### src/status_mode_pkg.sv
// constants for the cpu status register three mode bits block
//------------------------------------------------------------
// Behaviour
// - bit 6 rom map select, read/write; 0 keeps on-chip rom mapped in program space
// - rom map select 1 disables on-chip rom and drops it from program map
// - hardware reset loads rom map select from a strap pin
// - software reset instruction leaves rom map select unchanged
// - branch too soon after a select update may still see old select
// - categories: I immediate or fast return, II slow return, III accumulator target
// - bit 5 address-unit saturate resets 0; when 0 overflow wraps
// - address-unit saturate 1 clamps overflow to 7fff or 8000
// - bit 1 multiply saturate; with fractional and data saturate, 18000*18000 gives 7fffffff
// - multiply saturation applies before accumulate or subtract step
// - bit 0 store saturate; legacy mode store saturates 40 to 32 bits after shift
// - sign extend 0: unsigned, above 007fffffff becomes 7fffffff
// - sign extend 1: signed, below minimum 80000000, above maximum 7fffffff
// - legacy mode 0 ignores store saturate; instruction alone decides
// - legacy compat mode is a separate status bit enabling store saturate control
//------------------------------------------------------------
`default_nettype none
package status_mode_pkg;

    //------------------------------------------------------------
    // register layout
    //------------------------------------------------------------
    localparam int          REG_W          = 16;
    localparam int          BIT_ROM_MAP    = 6;
    localparam int          BIT_AU_SAT     = 5;
    localparam int          BIT_MUL_SAT    = 1;
    localparam int          BIT_ST_SAT     = 0;
    localparam logic [3:0]  IDX_ROM_MAP    = 4'h6;
    localparam logic [3:0]  IDX_AU_SAT     = 4'h5;
    localparam logic [3:0]  IDX_MUL_SAT    = 4'h1;
    localparam logic [3:0]  IDX_ST_SAT     = 4'h0;
    localparam logic        RST_AU_SAT     = 1'b0;
    localparam logic        RST_MUL_SAT    = 1'b0;
    localparam logic        RST_ST_SAT     = 1'b0;

    //------------------------------------------------------------
    // fetch-select settle counts, in cycles
    //------------------------------------------------------------
    localparam logic [2:0]  CAT1_BIT_CYC   = 3'h4;
    localparam logic [2:0]  CAT1_MMR_CYC   = 3'h5;
    localparam logic [2:0]  CAT2_BIT_CYC   = 3'h0;
    localparam logic [2:0]  CAT2_MMR_CYC   = 3'h1;

    //------------------------------------------------------------
    // datapath widths and limits
    //------------------------------------------------------------
    localparam int          AU_W           = 16;
    localparam int          MUL_W          = 17;
    localparam int          ACC_W          = 40;
    localparam int          ST_W           = 32;
    localparam logic [15:0] AU_POS_MAX     = 16'h7fff;
    localparam logic [15:0] AU_NEG_MAX     = 16'h8000;
    localparam logic [16:0] MUL_NEG_ONE    = 17'h18000;
    localparam logic [39:0] MUL_SAT_VAL    = 40'h00_7fff_ffff;
    localparam logic [39:0] ST_POS_LIM     = 40'h00_7fff_ffff;
    localparam logic [39:0] ST_NEG_LIM     = 40'hff_8000_0000;
    localparam logic [31:0] ST_POS_SAT     = 32'h7fff_ffff;
    localparam logic [31:0] ST_NEG_SAT     = 32'h8000_0000;

    typedef enum logic [1:0] {
        MAC_NONE = 2'h0,
        MAC_ADD  = 2'h1,
        MAC_SUB  = 2'h2
    } mac_op_t;

endpackage : status_mode_pkg
`default_nettype wire

### src/status_mode_bits.sv
// mode-control bits of cpu status register three and the datapath they steer
`timescale 1ns/1ps
`default_nettype none
module status_mode_bits (
    input  wire logic                               clock_i,
    input  wire logic                               resetn_i,
    input  wire logic                               rom_map_strap_i,
    input  wire logic                               soft_reset_i,
    input  wire logic                               bit_op_valid_i,
    input  wire logic                               bit_op_set_i,
    input  wire logic [3:0]                         bit_op_index_i,
    input  wire logic                               mmr_wr_i,
    input  wire logic [status_mode_pkg::REG_W-1:0]  mmr_wdata_i,
    output logic      [status_mode_pkg::REG_W-1:0]  mmr_rdata_o,
    output logic                                    rom_map_o,
    output logic                                    rom_enable_o,
    output logic                                    rom_map_cat1_o,
    output logic                                    rom_map_cat2_o,
    output logic                                    rom_map_cat3_o,
    output logic                                    addr_unit_saturate_o,
    output logic                                    multiply_saturate_o,
    output logic                                    store_saturate_o,
    input  wire logic                               legacy_compat_mode_i,
    input  wire logic                               sign_extend_mode_i,
    input  wire logic                               fractional_mode_i,
    input  wire logic                               data_unit_saturate_i,
    input  wire logic                               wide_overflow_mode_i,
    input  wire logic [status_mode_pkg::AU_W-1:0]   au_a_i,
    input  wire logic [status_mode_pkg::AU_W-1:0]   au_b_i,
    input  wire logic                               au_sub_i,
    output logic      [status_mode_pkg::AU_W-1:0]   au_result_o,
    input  wire logic [status_mode_pkg::MUL_W-1:0]  mul_a_i,
    input  wire logic [status_mode_pkg::MUL_W-1:0]  mul_b_i,
    input  wire status_mode_pkg::mac_op_t           mac_op_i,
    input  wire logic [status_mode_pkg::ACC_W-1:0]  mac_acc_i,
    output logic      [status_mode_pkg::ACC_W-1:0]  mul_product_o,
    output logic      [status_mode_pkg::ACC_W-1:0]  mac_result_o,
    input  wire logic [status_mode_pkg::ACC_W-1:0]  st_acc_i,
    input  wire logic [5:0]                         st_shift_i,
    input  wire logic                               st_insn_sat_i,
    output logic      [status_mode_pkg::ST_W-1:0]   st_data_o
);
    import status_mode_pkg::*;

    //------------------------------------------------------------
    // strap synchroniser
    //------------------------------------------------------------
    logic strap_q1_ff;
    logic strap_q2_ff;

    always_ff @(posedge clock_i) begin
        strap_q1_ff <= rom_map_strap_i;
        strap_q2_ff <= strap_q1_ff;
    end

    //------------------------------------------------------------
    // mode bit registers
    //------------------------------------------------------------
    logic rom_map_ff;
    logic au_sat_ff;
    logic mul_sat_ff;
    logic st_sat_ff;
    logic nxt_rom_map;
    logic rom_by_bit;
    logic rom_by_mmr;
    logic rom_upd;

    function automatic logic bit_next(input logic cur, input logic [3:0] idx, input logic [REG_W-1:0] wd,
                                      input int pos);
        logic r;
        r = cur;
        if (mmr_wr_i) begin
            r = wd[pos];
        end else if (bit_op_valid_i && (bit_op_index_i == idx)) begin
            r = bit_op_set_i;
        end
        return r;
    endfunction : bit_next

    // a memory-mapped write wins over a bit instruction in the same cycle
    // always_comb, not assign: the function reads write strobes that are not its arguments
    always_comb begin
        nxt_rom_map = bit_next(rom_map_ff, IDX_ROM_MAP, mmr_wdata_i, BIT_ROM_MAP);
    end
    assign rom_by_mmr  = mmr_wr_i && (nxt_rom_map != rom_map_ff);
    assign rom_by_bit  = !mmr_wr_i && (nxt_rom_map != rom_map_ff);
    assign rom_upd     = rom_by_mmr || rom_by_bit;

    always_ff @(posedge clock_i) begin
        if (!resetn_i) begin
            rom_map_ff <= strap_q2_ff;
        end else begin
            rom_map_ff <= nxt_rom_map;
        end
    end

    always_ff @(posedge clock_i) begin
        if (!resetn_i || soft_reset_i) begin
            au_sat_ff  <= RST_AU_SAT;
            mul_sat_ff <= RST_MUL_SAT;
            st_sat_ff  <= RST_ST_SAT;
        end else begin
            au_sat_ff  <= bit_next(au_sat_ff, IDX_AU_SAT, mmr_wdata_i, BIT_AU_SAT);
            mul_sat_ff <= bit_next(mul_sat_ff, IDX_MUL_SAT, mmr_wdata_i, BIT_MUL_SAT);
            st_sat_ff  <= bit_next(st_sat_ff, IDX_ST_SAT, mmr_wdata_i, BIT_ST_SAT);
        end
    end

    always_comb begin
        mmr_rdata_o              = '0;
        mmr_rdata_o[BIT_ROM_MAP] = rom_map_ff;
        mmr_rdata_o[BIT_AU_SAT]  = au_sat_ff;
        mmr_rdata_o[BIT_MUL_SAT] = mul_sat_ff;
        mmr_rdata_o[BIT_ST_SAT]  = st_sat_ff;
    end

    assign rom_map_o            = rom_map_ff;
    assign rom_enable_o         = !rom_map_ff;
    assign addr_unit_saturate_o = au_sat_ff;
    assign multiply_saturate_o  = mul_sat_ff;
    assign store_saturate_o     = st_sat_ff;

    //------------------------------------------------------------
    // fetch select as each branch category sees it
    //------------------------------------------------------------
    // the old select lingers in the fetch decode for a while; software must wait it out
    logic [2:0] cat1_cnt_ff;
    logic [2:0] cat2_cnt_ff;
    logic       cat1_hold_ff;
    logic       cat2_hold_ff;

    function automatic logic [2:0] settle_next(input logic [2:0] cnt, input logic [2:0] bit_cyc,
                                               input logic [2:0] mmr_cyc);
        logic [2:0] r;
        r = (cnt != 3'h0) ? cnt - 3'h1 : 3'h0;
        if (rom_by_bit) begin
            r = bit_cyc;
        end else if (rom_by_mmr) begin
            r = mmr_cyc;
        end
        return r;
    endfunction : settle_next

    always_ff @(posedge clock_i) begin
        if (!resetn_i) begin
            cat1_cnt_ff <= 3'h0;
            cat2_cnt_ff <= 3'h0;
        end else begin
            cat1_cnt_ff <= settle_next(cat1_cnt_ff, CAT1_BIT_CYC, CAT1_MMR_CYC);
            cat2_cnt_ff <= settle_next(cat2_cnt_ff, CAT2_BIT_CYC, CAT2_MMR_CYC);
        end
    end

    always_ff @(posedge clock_i) begin
        if (!resetn_i) begin
            cat1_hold_ff <= 1'b0;
            cat2_hold_ff <= 1'b0;
        end else begin
            // every change parks the value it replaced, so a quick toggle back still shows a stale view
            if (rom_upd) begin
                cat1_hold_ff <= rom_map_ff;
            end
            if (rom_upd) begin
                cat2_hold_ff <= rom_map_ff;
            end
        end
    end

    assign rom_map_cat1_o = (cat1_cnt_ff != 3'h0) ? cat1_hold_ff : rom_map_ff;
    assign rom_map_cat2_o = (cat2_cnt_ff != 3'h0) ? cat2_hold_ff : rom_map_ff;
    assign rom_map_cat3_o = rom_map_ff;

    //------------------------------------------------------------
    // address-unit alu saturation
    //------------------------------------------------------------
    logic [AU_W-1:0] au_sum;
    logic            au_ovf;

    assign au_sum = au_sub_i ? au_a_i - au_b_i : au_a_i + au_b_i;
    assign au_ovf = au_sub_i ? (au_a_i[AU_W-1] != au_b_i[AU_W-1]) && (au_sum[AU_W-1] != au_a_i[AU_W-1])
                             : (au_a_i[AU_W-1] == au_b_i[AU_W-1]) && (au_sum[AU_W-1] != au_a_i[AU_W-1]);

    always_ff @(posedge clock_i) begin
        if (!resetn_i) begin
            au_result_o <= '0;
        end else if (au_sat_ff && au_ovf) begin
            au_result_o <= au_a_i[AU_W-1] ? AU_NEG_MAX : AU_POS_MAX;
        end else begin
            au_result_o <= au_sum;
        end
    end

    //------------------------------------------------------------
    // multiplier saturation ahead of accumulate
    //------------------------------------------------------------
    // wide_overflow_mode_i is deliberately unused by the clamp: the saturated product ignores it
    logic [ACC_W-1:0] prod_raw;
    logic [ACC_W-1:0] nxt_product;
    logic             mul_clamp;

    assign prod_raw    = ACC_W'($signed(mul_a_i) * $signed(mul_b_i));
    assign mul_clamp   = mul_sat_ff && fractional_mode_i && data_unit_saturate_i
                         && (mul_a_i == MUL_NEG_ONE) && (mul_b_i == MUL_NEG_ONE);
    assign nxt_product = mul_clamp ? MUL_SAT_VAL
                       : (fractional_mode_i ? {prod_raw[ACC_W-2:0], 1'b0} : prod_raw);

    always_ff @(posedge clock_i) begin
        if (!resetn_i) begin
            mul_product_o <= '0;
            mac_result_o  <= '0;
        end else begin
            mul_product_o <= nxt_product;
            case (mac_op_i)
                MAC_ADD: mac_result_o <= mac_acc_i + nxt_product;
                MAC_SUB: mac_result_o <= mac_acc_i - nxt_product;
                default: mac_result_o <= nxt_product;
            endcase
        end
    end

    //------------------------------------------------------------
    // accumulator store saturation
    //------------------------------------------------------------
    logic [ACC_W-1:0] st_shifted;
    logic             st_sat_on;
    logic [ST_W-1:0]  nxt_st_data;

    assign st_shifted = st_shift_i[5] ? ACC_W'($signed(st_acc_i) >>> (6'h0 - st_shift_i))
                                      : (st_acc_i << st_shift_i);   // shift first
    assign st_sat_on  = legacy_compat_mode_i ? st_sat_ff : st_insn_sat_i;

    always_comb begin
        nxt_st_data = st_shifted[ST_W-1:0];
        if (st_sat_on) begin
            if (!sign_extend_mode_i) begin
                if (st_shifted > ST_POS_LIM) begin
                    nxt_st_data = ST_POS_SAT;
                end
            end else if ($signed(st_shifted) < $signed(ST_NEG_LIM)) begin
                nxt_st_data = ST_NEG_SAT;
            end else if ($signed(st_shifted) > $signed(ST_POS_LIM)) begin
                nxt_st_data = ST_POS_SAT;
            end
        end
    end

    always_ff @(posedge clock_i) begin
        if (!resetn_i) begin
            st_data_o <= '0;
        end else begin
            st_data_o <= nxt_st_data;
        end
    end
endmodule : status_mode_bits
`default_nettype wire

### config.mk
export PLATFORM = sky130hd
export DESIGN_NAME = status_mode_bits
export DESIGN_NICKNAME = d
export VERILOG_FILES = /design/src/status_mode_pkg.sv /design/src/status_mode_bits.sv
export SDC_FILE = /design/constraint.sdc
export NUM_CORES = 2
export LEC_CHECK = 0
export ABC_AREA = 1
export BUFFER_PORTS_ARGS = -buffer_cell sky130_fd_sc_hd__buf_2
export CORE_ASPECT_RATIO = 1.1
export CORE_MARGIN = 2
export CORE_UTILIZATION = 47
export DETAILED_ROUTE_END_ITERATION = 7
export PLACE_DENSITY = 0.67
export SYNTH_ARGS = -nofsm -noshare
export SYNTH_HDL_FRONTEND = slang
export SYNTH_SLANG_ARGS = --single-unit
### constraint.sdc
create_clock -name clock_i -period 8.24 [get_ports clock_i]
set_input_delay 0.824 -clock clock_i [delete_from_list [all_inputs] [get_ports clock_i]]
set_output_delay 0.824 -clock clock_i [all_outputs]
set_load 0.02 [all_outputs]
Word level (Yosys, flattened, before mapping)
Index checks and enable logic that the tools add are counted.

Flip-flop bits (word level): 141. Bits in latches: 0. RAM bits: 0. Bits in read-only memories: 0. Bits of input ports: 188. Output and inout bits: 152. Memories: 0.

$add $sub $neg: 7. $mul: 1. Divide/modulo/power cells: 0. Magnitude comparators: 3. Eq/ne operators: 11. Shifts and indexed selects: 2. Muxes and demuxes: 30. Bitwise logic cells: 3. Reduce and logical (&&, ||, !) cells: 27.

Operators with widths (count): $mux W32 (5); $mux W40 (2); $pmux W40 S2 (1); $mux W16 (3); $add A40 B40 Y40 (1); $gt A40 B31 Y1 const B (1); $gt A40 B32 Y1 const B (1); $lt A40 B32 Y1 const B (1); $shl A40 B6 Y40 (1); $sshr A40 B6 Y40 (1); $sub A40 B40 Y40 (1); $eq A17 B17 Y1 const B (2); $mul A17 B17 Y34 (1); $mux W34 (1); $add A16 B16 Y16 (1); $sub A16 B16 Y16 (1); $mux W1 (15); $logic_and A1 B1 Y1 (13); $mux W3 (3); $eq A4 B3 Y1 const B (2); $reduce_or A4 Y1 (2); $reduce_bool A2 Y1 (3); $reduce_bool A3 Y1 (2); $sub A1 B6 Y6 const A (1); 11 further kinds (19).

Depth between registers and ports, before layout
Depth after elaboration: 8. Mapped depth: 50. Mapped depth without buffers: 48.

Worst setup path after synthesis
No wires, ideal clock.

Path type: input to register. Start: input port mul_a_i[7] (netlist bit). End: register mac_result_o[35] (netlist bit). Data arrival time: 8365 ps. Slack: -257 ps. Cell stages on the path: 42. Cell sequence: buf_2 -> buf_1 -> nand2_1 -> fa_1 -> inv_1 -> fa_1 -> inv_1 -> fa_1 -> inv_1 -> fa_1 -> fa_1 -> inv_1 -> fa_1 -> inv_1 -> ha_1 -> nand2_1 -> nor2_1 -> and2_1 -> (+6 left out) -> nand4_1 -> nor2_1 -> nand3_1 -> nand2_1 -> xor2_1 -> ha_1 -> a21oi_1 -> inv_1 -> a31oi_1 -> a21boi_0 -> nand2_1 -> a21oi_1 -> o21ai_1 -> a21o_1 -> a21o_1 -> or2_0 -> nand3_1 -> a21oi_1.

Word-level cells in the longest chain between the ends: 6. Elaborated cells on any way between the ends: 9. Classes of those cells: add/sub: 2; mul: 1; eq/ne: 1; mux: 3; reduce/logical: 2.

Ends and longest elaborated chain: start, declared (RTL line status_mode_bits.sv:32) `input wire logic [status_mode_pkg::MUL_W-1:0] mul_a_i,`; parallel branches: the longest is 3 deep, another holds $mul A17 B17 Y34; $mux W40 * (RTL line status_mode_bits.sv:204) `assign nxt_product = mul_clamp ? MUL_SAT_VAL`; $sub A40 B40 Y40 / $add A40 B40 Y40 (equally long branches) (RTL line status_mode_bits.sv:215, status_mode_bits.sv:214); $pmux W40 S2 * (RTL line status_mode_bits.sv:213) `case (mac_op_i)`; end signal, assigned (RTL line status_mode_bits.sv:214) `MAC_ADD: mac_result_o <= mac_acc_i + nxt_product;`; end signal, assigned (RTL line status_mode_bits.sv:215) `MAC_SUB: mac_result_o <= mac_acc_i - nxt_product;`; end signal, assigned (RTL line status_mode_bits.sv:216) `default: mac_result_o <= nxt_product;`; end, declared (RTL line status_mode_bits.sv:37) `output logic [status_mode_pkg::ACC_W-1:0] mac_result_o,`.

Mark *: on every way between the ends. A chain may end at the register's enable or synchronous reset.

Final worst setup path
Start: input port mul_a_i[5] (netlist bit). End: register mac_result_o[35] (netlist bit).

The elaborated chain is that of the path after synthesis.

==> impl_metrics.csv <==
group,metric,value,unit
run_status,status,"finished, violations left",
run_status,violations,"negative setup slack",
clock_network,cts-root-buf,"clkbuf_16",
sta,finalWorstSetupSlack,-0.131,ns
die,fp-row-count,91,
setup_path,start_kind,"input port",
setup_path,crit_path_frequent_cell,"fa_1",
sta,drv_slew,0,
placed_design,place_congestion,1.03,
synthesis,yosysTopAreaCellShare,0.223,
synthesis,synth-edff-count,0,
clock_network,h-tree-depth,4,
die,start_util,0.476,
clock_network,cts_tree,"done",
placed_design,port_buffers,314,
setup_path,cp_max_fo,8,
setup_path,required,8.54,ns
clock_network,cts_made_buffers,17,
sta,setup_viol,4,
clock_network,clk_pin_slew_worst_paths,0.07,ns
placed_design,place_hpwl,76100,um
drt,drt_iter0_markers,2383,
setup_path,worstSetupPathType,"in2reg",
sta,slew_headroom,0.0310,
sta,rsz0062_at_grt,"yes",
sta,setup-tns-final,-0.307,ns
layout,final_cell_area,34400,um2
synthesis,synth_cell_type_count,62,
layout,regArea,2720,um2
drt,ant_nets,0,
synthesis,avgSynthCellArea,6.44,um2
global_routing,grt_overflow,0,
global_routing,grt_max_degree,69,
synthesis,ys_top_cells_by_area,"fa_1, nand2_1, inv_1, dfxtp_1, ha_1",
synthesis,synth_top_cell_by_area,"fa_1",
setup_path,crit_arrival,8.67,ns
min_path,hold_path_class,"reg2reg",
job,drv_cap,0,
die,die_w,231,um
synthesis,yosys_most_used_dff,"dfxtp_1",
synthesis,synth_area,26700,um2
clock_network,clock_insertion_delay_worst_skew,0.44,ns
layout,area_growth_syn_to_layout,28.6,%
sta,period_share,1.02,
global_routing,antenna_found_initial,0,
drt,drt_wl_total,95300,um
setup_path,crit_slowest_cell,"fa_1",
sta,max_slew.worst_pin.slew,1.45,ns
sta,max_freq,119,MHz
drt,drtPass1Iterations,7,
layout,final_common_cell,"nand2_1",
synthesis,synth-seq-area-share,0.102,
layout,final_util,0.612,
drt,vias_per_cell,5.30,
global_routing,grt_pass1_wl,147000,um
clock_network,hold_buffers,0,
sta,period_needed,8.37,ns
die,core,56100,um2
die,dieArea,58800,um2
drt,vias,29100,
placed_design,dpl_cell_area,31500,um2
sta,whs,0.350,ns
layout,fin_nets,5366,
setup_path,endpoint_kind,"flip-flop",
global_routing,grt_pass1_vias,28300,
clock_network,cts_sinks,136,
setup_path,max_stage_delay,0.58,ns
synthesis,ys_warn_count,0,
sta,finClkSkew,0.00993,ns
die,ios,340,
die,die_h,254,um
synthesis,synthArstFlopShare,0,
global_routing,grt.total_usage,0.317,
sta,hold_viol_final,0,
synthesis,ys_seq_elements,136,
layout,drive_above_1_share,0.251,
synthesis,synth_cells,4150,
drt,drc_errors,0,
clock_network,clockBufferDepth,2,
drt,wl_per_cell,17.4,um
layout,fill_cells,5230,
layout,multi_input_area,21700,um2
layout,final_cell_mix,"nand2_1, inv_1, buf_4",
[cells in the mapped netlist (all sizes together) (16+ instances only)]
master  number
o21ai      278
nand2     1098
a21oi      227
xnor2       32
nor2       323
a31oi       23
o22a        17
xor2        71
buf        143
or2         35
o211ai      22
dfxtp      136
fa         298
nand3b      16
clkbuf      71
mux2i       27
nor3        25
inv        815
nand4       65
ha         148
nand3      176
[registers in the layout, summed over array words and instances, names as in the netlist]
name,cells
cat2_cnt_ff,3
au_result_o,16
rom_map_cat3_o,1
cat2_hold_ff,1
mac_result_o,40
cat1_cnt_ff,3
mul_product_o,35
store_saturate_o,1
st_data_o,32
multiply_saturate_o,1
strap_q2_ff,1
strap_q1_ff,1
addr_unit_saturate_o,1
[metrics by stage]
stage,std cells,setup WS (ns)
finish,5490,-0.131
global route,5489,-0.453
CTS,5464,0.00172
detailed placement,5415,-0.821
global placement,5415,-0.756
floorplan,4161,0.00910
[path summary, 6_finish.rpt]
check	start	endpoint	slack [ns]	cells past startpoint
setup / recovery	mul_a_i[5]	mac_result_o[35]	-0.13	41
hold / removal	strap_q1_ff	strap_q2_ff	0.35	0
setup reg to reg	multiply_saturate_o	mac_result_o[35]	2.45	30
hold reg to reg	strap_q1_ff	strap_q2_ff	0.35	0
[area by class of cell]
cell class	instances	share of cell area
clock inverter	12	0.00480
timing repair buffer	766	0.153
clock buffer	20	0.0133
sequential	136	0.0792
multi-input combinational	2991	0.633
inverter	820	0.0897
tap	744	0.0271
antenna	1	0.0000728
[critical path: cells and delay by family]
kind,cells,cell delay [ns]
compound gates,10,1.58
buf+inv,9,0.81
xor+xnor,1,0.19
simple gates,13,1.48
fa+ha+maj,8,3.80
[timing repair]
action,4_1_cts,5_1_grt
setup endpoints to repair,15,24
gates resized for setup,131,353
buffers inserted,18,25
pin swaps,70,182
[kinds of logic (layout without fill, tap and decap cells)]
kind of cell | after synthesis | count (layout) | share of synthesized area
compound gates | 645 | 645 | 0.135
simple gates | 1758 | 1758 | 0.271
mux | 27 | 27 | 0.0101
flops | 136 | 136 | 0.102
other cells | 1 | 13 | 0.000140
fa+ha+maj | 446 | 446 | 0.292
xor+xnor | 103 | 103 | 0.0343
buf+inv | 1034 | 1618 | 0.155
[per-layer routing]
metal / global-route usage / up-vias / routed length, um
met5: 0 / - / 0
met4: 0.164 / 0 / 6070
met3: 0.0302 / 297 / 4840
met2: 0.570 / 1106 / 47700
met1: 0.375 / 13700 / 36600
li1: - / 14000 / -
Power is left out: the tool's default activity adds up to more than one toggle a clock period on the data nets, which glitch-free logic cannot reach.
